--- config.mk ---
export PLATFORM = sky130hd
export DESIGN_NAME = mcr_regs
export DESIGN_NICKNAME = d
export VERILOG_FILES = /design/src/core/mcr_regs.v
export VERILOG_INCLUDE_DIRS = /design/src /design/src/core
export SDC_FILE = /design/constraint.sdc
export NUM_CORES = 1
export LEC_CHECK = 0
export BUFFER_PORTS_ARGS = -buffer_cell sky130_fd_sc_hd__buf_2
export CAP_MARGIN = 30
export CORE_AREA = 2 2 93 95
export CTS_CLUSTER_DIAMETER = 50
export DETAILED_ROUTE_END_ITERATION = 8
export DIE_AREA = 0 0 95 97
export PLACE_DENSITY = 0.71
export SLEW_MARGIN = 25
export SYNTH_ARGS = -nofsm -noshare
export SYNTH_HDL_FRONTEND = slang
export SYNTH_SLANG_ARGS = --single-unit
--- constraint.sdc ---
create_clock -name clock_i -period 5.5 [get_ports clock_i]
set_clock_uncertainty 0.15 [all_clocks]
set_input_delay 1.65 -clock clock_i [delete_from_list [all_inputs] [get_ports clock_i]]
set_output_delay 1.65 -clock clock_i [all_outputs]
set_load 0.05 [all_outputs]
--- src/core/mcr_consts.vh ---
`ifndef MCR_CONSTS_VH
`define MCR_CONSTS_VH

// ==========================================
// Register offsets
`define MCR_ADDR_STATUS      8'h3A
`define MCR_ADDR_OUT_CTRL    8'h3B
`define MCR_ADDR_VARIABLE    8'h3C
`define MCR_ADDR_SOFT_RESET  8'h3D
`define MCR_ADDR_TEMP_CTRL   8'h3E
`define MCR_ADDR_TEMP_RESULT 8'h3F
`define MCR_ADDR_TEMP_EXT    8'h40

// ==========================================
// Field positions
`define MCR_BIT_ALERT_FUNC   2
`define MCR_BIT_GEN_OUT      1
`define MCR_BIT_ALERT_LEVEL  0
`define MCR_BIT_CONV_ACTIVE  7
`define MCR_BIT_CONV_TRIG    2
`define MCR_BIT_REPEAT       1
`define MCR_BIT_COMP_SRC     0

// ==========================================
// Reset values and codes
`define MCR_RST_VARIABLE     8'h00
`define MCR_RST_TEMP_RESULT  8'h19
`define MCR_RST_TEMP_EXT     8'h00
`define MCR_SOFT_RESET_CODE  8'hFF
`define MCR_SOFT_RESET_READ  8'h03
`define MCR_TEMP_MAX         8'h59
`define MCR_TEMP_MIN         8'hDA

// ==========================================
// Timing
`define MCR_CLK_HZ           50000000
`define MCR_CONV_TIME_MS     20

`endif

--- src/core/mcr_regs.v ---
// Notes on behaviour
// - Alert pin is an interrupt output when its function select bit is 0, a plain output when 1.
// - As a plain output the alert pin is driven low for drive level 0 and high for 1.
// - In interrupt mode the alert pin is open drain, pulled low while an interrupt is pending.
// - The general output pin is push-pull and follows its control bit, which resets to 0.
// - An 8-bit read/write global variable resets to zero and is shared with the engines.
// - Writing all ones to the reset register returns every register to its default, except a status bit that its engine sets in the same cycle.
// - Reading the reset register always returns 00000011.
// - Bit 7 of the temperature control register reads 1 only while a conversion runs.
// - Each write of 1 to the trigger bit outside power-save starts a conversion whose result lands in 0x3F.
// - A conversion lasts about 20 ms at room temperature.
// - With sensor enabled and repeat set, conversions run back to back except in power-save.
// - With repeat clear, conversions start only on a trigger write, at start-up or on leaving power-save.
// - The compensation source bit picks 0x3F when 0 and 0x40 when 1.
// - Reading the status register clears engine interrupt bits and frees the alert pin.
// - Temperatures are 8-bit two's complement, clamped to -38..89 degrees.
`timescale 1ns/1ns
`include "mcr_consts.vh"

module mcr_regs
#(
    parameter        CONV_CYCLES = `MCR_CONV_TIME_MS * (`MCR_CLK_HZ / 1000),
    parameter        TIMER_W     = 20,
    parameter        ENGINES     = 3
)
(
    input  wire              clock_i,
    input  wire              rst_n_i,
    input  wire              reg_wr_i,
    input  wire              reg_rd_i,
    input  wire [7:0]        reg_addr_i,
    input  wire [7:0]        reg_wdata_i,
    output reg  [7:0]        reg_rdata_o,
    input  wire [ENGINES-1:0] eng_int_set_i,
    input  wire              var_wr_i,
    input  wire [7:0]        var_wdata_i,
    output wire [7:0]        program_variable_o,
    input  wire              chip_startup_i,
    input  wire              powersave_i,
    input  wire [7:0]        temp_sense_i,
    output wire [7:0]        comp_temp_o,
    output reg               soft_reset_o,
    output wire              general_output_pin_o,
    output wire              alert_pin_o,
    output wire              alert_pin_oe_o
);

    // ==========================================
    // Decode
    localparam integer       CONV_END  = CONV_CYCLES - 1;
    localparam [TIMER_W-1:0] CONV_LAST = CONV_END[TIMER_W-1:0];
    localparam [1:0]         ST_IDLE   = 2'b01;
    localparam [1:0]         ST_CONV   = 2'b10;

    reg  [1:0]          state;
    reg  [TIMER_W-1:0]  timer;
    reg                 alert_func;
    reg                 alert_level;
    reg                 gen_out;
    reg  [7:0]          variable;
    reg                 conv_enable;
    reg                 repeat_sel;
    reg                 comp_src;
    reg  [7:0]          temp_result;
    reg  [7:0]          temp_ext;
    reg  [ENGINES-1:0]  eng_int;
    reg  [7:0]          sense_meta;
    reg  [7:0]          sense_sync;
    reg                 powersave_d;
    reg  [7:0]          next_rdata;

    wire wr_out   = reg_wr_i && (reg_addr_i == `MCR_ADDR_OUT_CTRL);
    wire wr_var   = reg_wr_i && (reg_addr_i == `MCR_ADDR_VARIABLE);
    wire wr_ctrl  = reg_wr_i && (reg_addr_i == `MCR_ADDR_TEMP_CTRL);
    wire wr_ext   = reg_wr_i && (reg_addr_i == `MCR_ADDR_TEMP_EXT);
    wire rd_stat  = reg_rd_i && (reg_addr_i == `MCR_ADDR_STATUS);
    // Only the exact all-ones code resets; other values fall through
    wire soft_clr = reg_wr_i && (reg_addr_i == `MCR_ADDR_SOFT_RESET)
                    && (reg_wdata_i == `MCR_SOFT_RESET_CODE);
    wire busy     = state[1];

    // Clamp a signed reading into the compensation range
    function [7:0] clamp_temp;
        input [7:0] t;
        begin
            if ($signed(t) > $signed(`MCR_TEMP_MAX))
                clamp_temp = `MCR_TEMP_MAX;
            else if ($signed(t) < $signed(`MCR_TEMP_MIN))
                clamp_temp = `MCR_TEMP_MIN;
            else
                clamp_temp = t;
        end
    endfunction

    // ==========================================
    // Conversion start sources
    wire trig_write = wr_ctrl && reg_wdata_i[`MCR_BIT_CONV_TRIG];
    wire ps_exit    = powersave_d && !powersave_i;
    wire auto_start = conv_enable && (chip_startup_i || ps_exit);
    wire rep_start  = conv_enable && repeat_sel && !powersave_i;
    wire conv_start = (trig_write || auto_start || rep_start) && !powersave_i;

    // ==========================================
    // Sensor word crosses in from the analog side
    always @(posedge clock_i or negedge rst_n_i)
    begin
        if (!rst_n_i)
        begin
            sense_meta  <= 8'h00;
            sense_sync  <= 8'h00;
            powersave_d <= 1'b0;
        end
        else
        begin
            sense_meta  <= temp_sense_i;
            sense_sync  <= sense_meta;
            powersave_d <= powersave_i;
        end
    end

    // ==========================================
    // Conversion timer, one-hot state
    always @(posedge clock_i or negedge rst_n_i)
    begin
        if (!rst_n_i)
        begin
            state       <= ST_IDLE;
            timer       <= {TIMER_W{1'b0}};
            temp_result <= `MCR_RST_TEMP_RESULT;
        end
        else if (soft_clr)
        begin
            state       <= ST_IDLE;
            timer       <= {TIMER_W{1'b0}};
            temp_result <= `MCR_RST_TEMP_RESULT;
        end
        else
        begin
            case (state)
                ST_IDLE:
                begin
                    timer <= {TIMER_W{1'b0}};
                    if (conv_start)
                        state <= ST_CONV;
                end
                ST_CONV:
                begin
                    // Power-save aborts; a fresh trigger outranks the period end
                    if (powersave_i)
                    begin
                        state <= ST_IDLE;
                    end
                    else if (trig_write)
                        timer <= {TIMER_W{1'b0}};
                    else if (timer == CONV_LAST)
                    begin
                        temp_result <= clamp_temp(sense_sync);
                        state       <= ST_IDLE;
                    end
                    else
                        timer <= timer + 1'b1;
                end
                default:
                    state <= ST_IDLE;
            endcase
        end
    end

    // ==========================================
    // Control and data registers
    always @(posedge clock_i or negedge rst_n_i)
    begin
        if (!rst_n_i)
        begin
            alert_func  <= 1'b0;
            alert_level <= 1'b0;
            gen_out     <= 1'b0;
            variable    <= `MCR_RST_VARIABLE;
            conv_enable <= 1'b0;
            repeat_sel  <= 1'b0;
            comp_src    <= 1'b0;
            temp_ext    <= `MCR_RST_TEMP_EXT;
        end
        else if (soft_clr)
        begin
            alert_func  <= 1'b0;
            alert_level <= 1'b0;
            gen_out     <= 1'b0;
            variable    <= `MCR_RST_VARIABLE;
            conv_enable <= 1'b0;
            repeat_sel  <= 1'b0;
            comp_src    <= 1'b0;
            temp_ext    <= `MCR_RST_TEMP_EXT;
        end
        else
        begin
            if (wr_out)
            begin
                alert_func  <= reg_wdata_i[`MCR_BIT_ALERT_FUNC];
                gen_out     <= reg_wdata_i[`MCR_BIT_GEN_OUT];
                alert_level <= reg_wdata_i[`MCR_BIT_ALERT_LEVEL];
            end
            // Host write wins over an engine write in the same cycle
            if (wr_var)
                variable <= reg_wdata_i;
            else if (var_wr_i)
                variable <= var_wdata_i;
            if (wr_ctrl)
            begin
                conv_enable <= reg_wdata_i[`MCR_BIT_CONV_TRIG];
                repeat_sel  <= reg_wdata_i[`MCR_BIT_REPEAT];
                comp_src    <= reg_wdata_i[`MCR_BIT_COMP_SRC];
            end
            if (wr_ext)
                temp_ext <= clamp_temp(reg_wdata_i);
        end
    end

    // ==========================================
    // Engine interrupt flags, set wins over read-clear
    genvar g;
    generate
        for (g = 0; g < ENGINES; g = g + 1)
        begin : g_int
            always @(posedge clock_i or negedge rst_n_i)
            begin
                if (!rst_n_i)
                    eng_int[g] <= 1'b0;
                else if (eng_int_set_i[g])
                    eng_int[g] <= 1'b1;
                else if (rd_stat || soft_clr)
                    eng_int[g] <= 1'b0;
            end
        end
    endgenerate

    // ==========================================
    // Read mux, answered one cycle after the strobe
    always @*
    begin
        next_rdata = 8'h00;
        case (reg_addr_i)
            `MCR_ADDR_STATUS:
                next_rdata[ENGINES-1:0] = eng_int;
            `MCR_ADDR_OUT_CTRL:
            begin
                next_rdata[`MCR_BIT_ALERT_FUNC]  = alert_func;
                next_rdata[`MCR_BIT_GEN_OUT]     = gen_out;
                next_rdata[`MCR_BIT_ALERT_LEVEL] = alert_level;
            end
            `MCR_ADDR_VARIABLE:
                next_rdata = variable;
            `MCR_ADDR_SOFT_RESET:
                next_rdata = `MCR_SOFT_RESET_READ;
            `MCR_ADDR_TEMP_CTRL:
            begin
                next_rdata[`MCR_BIT_CONV_ACTIVE] = busy;
                next_rdata[`MCR_BIT_CONV_TRIG]   = conv_enable;
                next_rdata[`MCR_BIT_REPEAT]      = repeat_sel;
                next_rdata[`MCR_BIT_COMP_SRC]    = comp_src;
            end
            `MCR_ADDR_TEMP_RESULT:
                next_rdata = temp_result;
            `MCR_ADDR_TEMP_EXT:
                next_rdata = temp_ext;
            default:
                next_rdata = 8'h00;
        endcase
    end

    always @(posedge clock_i or negedge rst_n_i)
    begin
        if (!rst_n_i)
        begin
            reg_rdata_o  <= 8'h00;
            soft_reset_o <= 1'b0;
        end
        else
        begin
            if (reg_rd_i)
                reg_rdata_o <= next_rdata;
            soft_reset_o <= soft_clr;
        end
    end

    // ==========================================
    // Pins and shared values
    assign program_variable_o   = variable;
    assign comp_temp_o          = comp_src ? temp_ext : temp_result;
    assign general_output_pin_o = gen_out;
    // Interrupt mode only ever drives low, so the wire needs its pull-up
    assign alert_pin_o    = alert_func ? alert_level : 1'b0;
    assign alert_pin_oe_o = alert_func ? 1'b1 : (|eng_int);

endmodule // mcr_regs

==> run_results.csv, run 1 <==
group,metric,value,unit
critical_path,worstPathArrival,3780,ps
cells_and_area,fillers,702,
place,routabilityCongestion,0.890,
clock_tree,h-tree-depth,3,
sta,rsz0062_at_grt,"false",
logic_synthesis,syn-mean-instance-area,10.1,um^2
place,place_area,4410,um^2
logic_synthesis,yosysWarnings,0,
sta,report.final.slew_viol_count,0,
sta,slew_headroom,0.505,
cells_and_area,final_area,4660,um^2
place,port_buffers,69,
floorplan,die_area,9220,um^2
detailed_routing,dr.pass1.iters,5,
logic_synthesis,ys_types,59,
clock_tree,numClockSinks,81,
clock_tree,cts_buffers,9,
outcome,outcome,"completed",
critical_path,crit_fanout,26,
sta,worst-slew-pin-transition,743,ps
logic_synthesis,ys_ff_latch,81,
sta,tns,0,ps
floorplan,rows,33,
logic_synthesis,syn_inst,397,
sta,fmax,0.273,GHz
clock_tree,clk_path_buf_depth,2,
global_route,grt_pass1_vias,3099,
sta,finalHoldViolations,0,
global_route,track_usage,0.214,
detailed_routing,drtAntennaViolNets,0,
critical_path,crit_type,"in -> reg",
floorplan,dieWidth,95,um
critical_path,cp_data_required_time,5630,ps
sta,fin_crit,3660,ps
sta,setup_viol,0,
sta,whs,203,ps
detailed_routing,route.detailed.wl_per_inst,16.6,um
job,max_cap_viol_count,0,
global_route,grt-ovfl-total,0,
logic_synthesis,synth_async_sr_flop_share,1.00,
global_route,grt_pass1_wl,15.4,mm
logic_synthesis,syn_nets,442,
power_and_ir_drop,p_leak,2.14,nW
floorplan,pin_count,70,
place,hpwl,6.80,mm
logic_synthesis,synth_edf_count,0,
sta,timing.final.crit_share,0.665,
floorplan,initial_utilization,0.491,
critical_path,cp-end-kind,"flop",
global_route,antenna_found_initial,0,
critical_path,start_kind,"primary input",
worst_hold_path,hold_depth,0,
logic_synthesis,syn_area,3990,um^2
clock_tree,cts_hold_buf,0,
logic_synthesis,ys_seq_area_frac,0.509,
detailed_routing,routed_wl,9.46,mm
critical_path,rrSetupSlack,2600,ps
power_and_ir_drop,p_per_area,281,nW/um^2
cells_and_area,areaGrowthSynthToFinish,16.7,%
clock_tree,clkLatencyLatePin,360,ps
cells_and_area,drive_gt1_frac,0.235,
detailed_routing,vias,3317,
detailed_routing,via_per_inst,5.83,
global_route,grt_max_degree,49,
clock_tree,post_cts_buffers,0,
detailed_routing,drcViolationCount,0,
cells_and_area,fin_nets,504,
clock_tree,cts.repair.resized,0,
cells_and_area,antenna_cells,0,
detailed_routing,drtIter0Drc,146,
floorplan,die_h,97,um
clock_tree,path_clk_slew,90,ps
floorplan,core-area,8130,um^2
logic_synthesis,ys.flop_type,"dfrtp_1",
power_and_ir_drop,irDropWorstVdd,165,uV
power_and_ir_drop,power.total,1.31,mW
clock_tree,clockRootBuffer,"clkbuf_8",
critical_path,worstRegToRegCells,7,
worst_hold_path,holdCritPathClass,"reg -> reg",
clock_tree,cts_tree,"yes",
routing by layer:
layer / vias up / wire [um] / global-route usage
met1: 1584 / 4270 / 0.301
li1: 1598 / - / -
met5: - / 0 / 0
met4: 0 / 134 / 0.0814
met3: 11 / 608 / 0.0522
met2: 124 / 4450 / 0.320
sequential cells by signal, summed over array words and instances, names as in the netlist, 2 cells and up:
| name | count |
|---|---|
| sense_meta | 8 |
| temp_ext | 8 |
| reg_rdata_o | 8 |
| sense_sync | 8 |
| timer | 20 |
| temp_result | 8 |
| eng_int | 3 |
| state | 2 |
| program_variable_o | 8 |
Yosys cell counts, types with 3 or more instances:
cell | instances | area (um^2)
nor3b_1 | 3 | 22.5
a21oi_1 | 21 | 105
or3_1 | 9 | 56.3
buf_2 | 4 | 20.0
or2_2 | 3 | 18.8
nor2_1 | 37 | 139
dfstp_2 | 4 | 105
a222oi_1 | 5 | 50.1
and3_1 | 5 | 31.3
or4_1 | 6 | 45.0
nand4_1 | 8 | 50.1
a211oi_1 | 10 | 75.1
and2b_1 | 3 | 22.5
ha_1 | 3 | 37.5
inv_1 | 9 | 33.8
mux2i_1 | 20 | 200
o211ai_1 | 3 | 22.5
clkbuf_1 | 9 | 33.8
nand3_1 | 25 | 125
a21o_1 | 3 | 22.5
dfrtp_1 | 77 | 1930
buf_1 | 3 | 11.3
nor3_1 | 7 | 35.0
o21ai_0 | 17 | 85.1
o31ai_1 | 6 | 45.0
xnor2_1 | 3 | 26.3
nand2_1 | 37 | 139
nor4_1 | 4 | 25.0
a31oi_1 | 6 | 37.5
mux2_2 | 9 | 101
power breakdown:
group / switching (mW) / internal [mW]
clock: 0.239 / 0.307
sequential: 0.0148 / 0.616
combinational: 0.0909 / 0.0413
area by class of cell:
class,count,area [um^2],area share
clock buffer,9,124,0.0266
clock inverter,7,124,0.0266
inverter,9,33.8,0.00725
multi-input combinational,287,1830,0.393
sequential,81,2030,0.436
tap,105,131,0.0282
timing repair buffer,71,383,0.0822
cells by family (layout without fill, tap and decap cells):
kind of cell             after synthesis  in the layout  share of synthesized area
adder cells (fa/ha/maj)                3              3                    0.00940
buffers and inverters                 29             96                     0.0326
flip-flops                            81             81                      0.509
multiplexers                          29             29                     0.0755
XOR/XNOR                               3              3                    0.00658
AO/OA/AOI/OAI                         90             90                      0.157
AND/OR/NAND/NOR                      162            162                      0.210
stage by stage:
step                      utilization  setup slack (ps)  std cells
final                           0.573              1840        569
after global routing            0.573              1700        569
after CTS                       0.573              1850        569
after detailed placement        0.542              1480        553
after global placement          0.539              1610        552
after floorplan                     -              2000        397
worst max-delay path, cell delays in order:
cell,delay [ps]
buf_2,180
and3_1,240
and4b_1,230
nand3_1,90
buf_4,240
and3_1,410
or4_1,590
a21oi_1,160
cells in the final DEF, fill, tap and decap left out, drive strengths merged, types with 10 or more instances in the layout:
cell type	instances
nor2	37
mux2i	20
a21oi	21
nand2	38
dfrtp	77
inv	12
a211oi	10
buf	71
nand3	25
o21ai	17
path summary, 6_finish.rpt:
path                                                     endpoint                    start
worst min register to register            sense_sync[6]$_DFF_PN0_  sense_meta[6]$_DFF_PN0_
worst max-delay path                        timer[11]$_DFFE_PN0P_            reg_addr_i[2]
min in group asynchronous       program_variable_o[5]$_DFFE_PN0P_                  rst_n_i
worst min-delay path                      sense_sync[6]$_DFF_PN0_  sense_meta[6]$_DFF_PN0_
worst max register to register         temp_result[2]$_DFFE_PN0P_     timer[0]$_DFFE_PN0P_
max in group asynchronous                    state[0]$_DFFE_PN1P_                  rst_n_i
(Power assumes the default switching activity.)
==> run 2: changes to the inputs <==
Settings changed: ABC_AREA from default to 1, CORE_AREA 2 2 93 95 to 2 2 98 100, DIE_AREA 0 0 95 97 to 0 0 100 102, PLACE_DENSITY 0.71 to 0.7.
Clock period 5.5 ns to 3.64 ns, I/O delays scaled along.
==> run 2 against run 1 <==
  * Clock power up 28%
  * Sequential cell count unchanged
  * Setup slack worse by 1200 ps
  * Worst hold slack better by 2.4 ps
  * Die area up 11%
  * Power up 45%
  * Final cell count up 39%
==> run_results.csv, run 2 <==
group,metric,value,unit
detailed_routing,route.detailed.wl_per_inst,14.4,um
clock_tree,clockRootBuffer,"clkbuf_8",
power_and_ir_drop,p_per_area,370,nW/um^2
sta,timing.final.crit_share,0.823,
detailed_routing,drtIter0Drc,255,
logic_synthesis,ys_seq_area_frac,0.456,
power_and_ir_drop,p_leak,2.65,nW
place,port_buffers,69,
global_route,track_usage,0.233,
logic_synthesis,ys_types,37,
clock_tree,cts_buffers,9,
clock_tree,h-tree-depth,3,
cells_and_area,regMostFlops,"timer",
critical_path,start_kind,"flop",
logic_synthesis,synth_async_sr_flop_share,1.00,
sta,setup_viol,0,
logic_synthesis,syn_nets,649,
logic_synthesis,synth_top_area_frac,0.432,
detailed_routing,via_per_inst,5.29,
critical_path,critPathMaxStageDelay,540,ps
cells_and_area,final_common_cell,"nand2_1",
floorplan,core-area,9110,um^2
sta,worst-slew-pin-transition,632,ps
global_route,antenna_found_initial,0,
critical_path,rrSetupSlack,1170,ps
cells_and_area,drive_gt1_frac,0.164,
floorplan,dieWidth,100,um
logic_synthesis,post-synth-top-count-cell,"nand2_1",
detailed_routing,drcViolationCount,0,
detailed_routing,drtAntennaViolNets,0,
cells_and_area,antenna_cells,0,
logic_synthesis,synth.area.top_cells,"dfrtp_1, nand2_1, inv_1",
place,routabilityCongestion,0.938,
critical_path,rr_endpoint,"timer[19]$_DFFE_PN0P_",
logic_synthesis,yosys.area.top_type,"dfrtp_1",
cells_and_area,final_area,5140,um^2
floorplan,initial_utilization,0.489,
cells_and_area,areaGrowthSynthToFinish,15.4,%
cells_and_area,fillers,866,
global_route,grt_pass1_wl,18.9,mm
clock_tree,clkLatencyLatePin,370,ps
critical_path,crit_fanout,10,
power_and_ir_drop,irDropWorstVdd,286,uV
sta,fmax,0.334,GHz
power_and_ir_drop,power.total,1.90,mW
clock_tree,cts_tree,"yes",
worst_hold_path,holdCritPathClass,"reg -> reg",
sta,finalHoldViolations,0,
critical_path,cp-end-kind,"output port",
sta,slew_headroom,0.576,
clock_tree,cts_hold_buf,0,
clock_tree,cts.repair.resized,0,
detailed_routing,dr.pass1.iters,5,
logic_synthesis,synth_edf_count,0,
worst_hold_path,hp-start,"sense_meta[5]$_DFF_PN0_",
logic_synthesis,ys.flop_type,"dfrtp_1",
critical_path,crit_type,"reg -> out",
critical_path,r2r-start,"timer[0]$_DFFE_PN0P_",
logic_synthesis,syn-mean-instance-area,7.38,um^2
sta,layout_setup_ws,643,ps
global_route,grt_pass1_vias,3941,
job,max_cap_viol_count,0,
place,hpwl,8.51,mm
logic_synthesis,yosysWarnings,0,
worst_hold_path,hold_depth,0,
detailed_routing,routed_wl,11.4,mm
cells_and_area,stdcell_count,793,
cells_and_area,final_cell_mix,"nand2_1, dfrtp_1, inv_1",
sta,report.final.slew_viol_count,0,
floorplan,pin_count,70,
detailed_routing,vias,4195,
cells_and_area,fin_nets,722,
critical_path,cp_slowest_cell,"dfrtp_1",
global_route,grt-ovfl-total,0,
sta,rsz0062_at_grt,"false",
clock_tree,post_cts_buffers,0,
critical_path,crit_chain,"inv_1, o21ai_0, buf_2",
logic_synthesis,syn_area,4460,um^2
critical_path,crit_family,"buffers and inverters",
critical_path,worstPathArrival,1750,ps
clock_tree,numClockSinks,81,
floorplan,die_h,102,um
global_route,grt_max_degree,57,
outcome,outcome,"completed",
logic_synthesis,syn_inst,604,
place,dp_slack,523,ps
critical_path,worstRegToRegCells,13,
critical_path,cp_num_buf_inv,2,
clock_tree,clk_path_buf_depth,2,
place,place_area,4940,um^2
clock_tree,path_clk_slew,90,ps
floorplan,rows,35,
sta,fin_crit,3000,ps
floorplan,die_area,10200,um^2
worst_hold_path,hold_end,"sense_sync[5]$_DFF_PN0_",
logic_synthesis,ys_ff_latch,81,
place,dp_cells,777,
sta,tns,0,ps
critical_path,cp_data_required_time,2400,ps
cells_and_area,largest_reg_flops,20,
logic_synthesis,synth_common_cells,"nand2_1, dfrtp_1, inv_1",
[run 2: cell count changes after synthesis, sizes merged, moves of 10 or more]
cell / previous run / this run
a211oi: 10 / 0
a21oi: 21 / 9
inv: 9 / 77
mux2i: 20 / 0
nand2: 38 / 201
nand4: 8 / 25
nor2: 37 / 61
o21ai: 17 / 52
[run 2: worst max-delay path by stage]
stage / endpoint / startpoint / slack (ps) / depth (start not counted)
floorplan: comp_temp_o[1] / comp_src$_DFFE_PN0P_ / 570 / 3
global placement: program_variable_o[3]$_DFFE_PN0P_ / reg_addr_i[7] / 570 / 9
detailed placement: temp_ext[0]$_DFFE_PN0P_ / reg_addr_i[1] / 520 / 11
CTS: comp_temp_o[1] / comp_src$_DFFE_PN0P_ / 700 / 3
global route: comp_temp_o[1] / comp_src$_DFFE_PN0P_ / 650 / 3
finish: comp_temp_o[1] / comp_src$_DFFE_PN0P_ / 640 / 3
[run 2: kinds of logic after synthesis]
kind of cell,share of synthesized area
and+or+nand+nor,0.324
buffers and inverters,0.0817
AOI/OAI and AO/OA,0.106
DFF,0.456
xor gates and xnor gates,0.0236
adders and majority gates,0.00843
[run 2: cell type report]
| cell class | instances | area (um^2) | area share |
|---|---|---|---|
| Clock buffer | 9 | 124 | 0.0241 |
| Clock inverter | 7 | 82.6 | 0.0161 |
| Inverter | 78 | 293 | 0.0569 |
| Multi-Input combinational cell | 432 | 2060 | 0.400 |
| Sequential cell | 81 | 2030 | 0.395 |
| Tap cell | 111 | 139 | 0.0270 |
| Timing Repair Buffer | 75 | 413 | 0.0803 |
[run 2: worst reg2reg max path: cells and delay by family (launching register included)]
kind | cells | cell delay, ps
fa+ha+maj | 1 | 370
buf+inv | 3 | 600
flops | 1 | 510
simple gates | 9 | 780
[run 2: power breakdown]
group          internal (mW)  total (mW)  switching (mW)  leakage (nW)
Combinational         0.0653       0.246           0.181          1.53
Sequential             0.933       0.957          0.0243          1.02
Clock                  0.330       0.700           0.370         0.104
[run 2: metal layers]
layer	share of wire	wire, um	vias to the layer above	GRT usage
li1	-	-	2087	-
met4	0.016	182	0	0.0832
met5	0	0	-	0
met3	0.076	866	19	0.0486
met1	0.46	5210	1916	0.320
met2	0.45	5130	173	0.370
[run 2: metrics by stage]
stage	hold WS [ps]	utilization
after floorplan	181	-
final	205	0.565
after global placement	185	0.539
after CTS	209	0.565
after global routing	218	0.565
after detailed placement	187	0.542
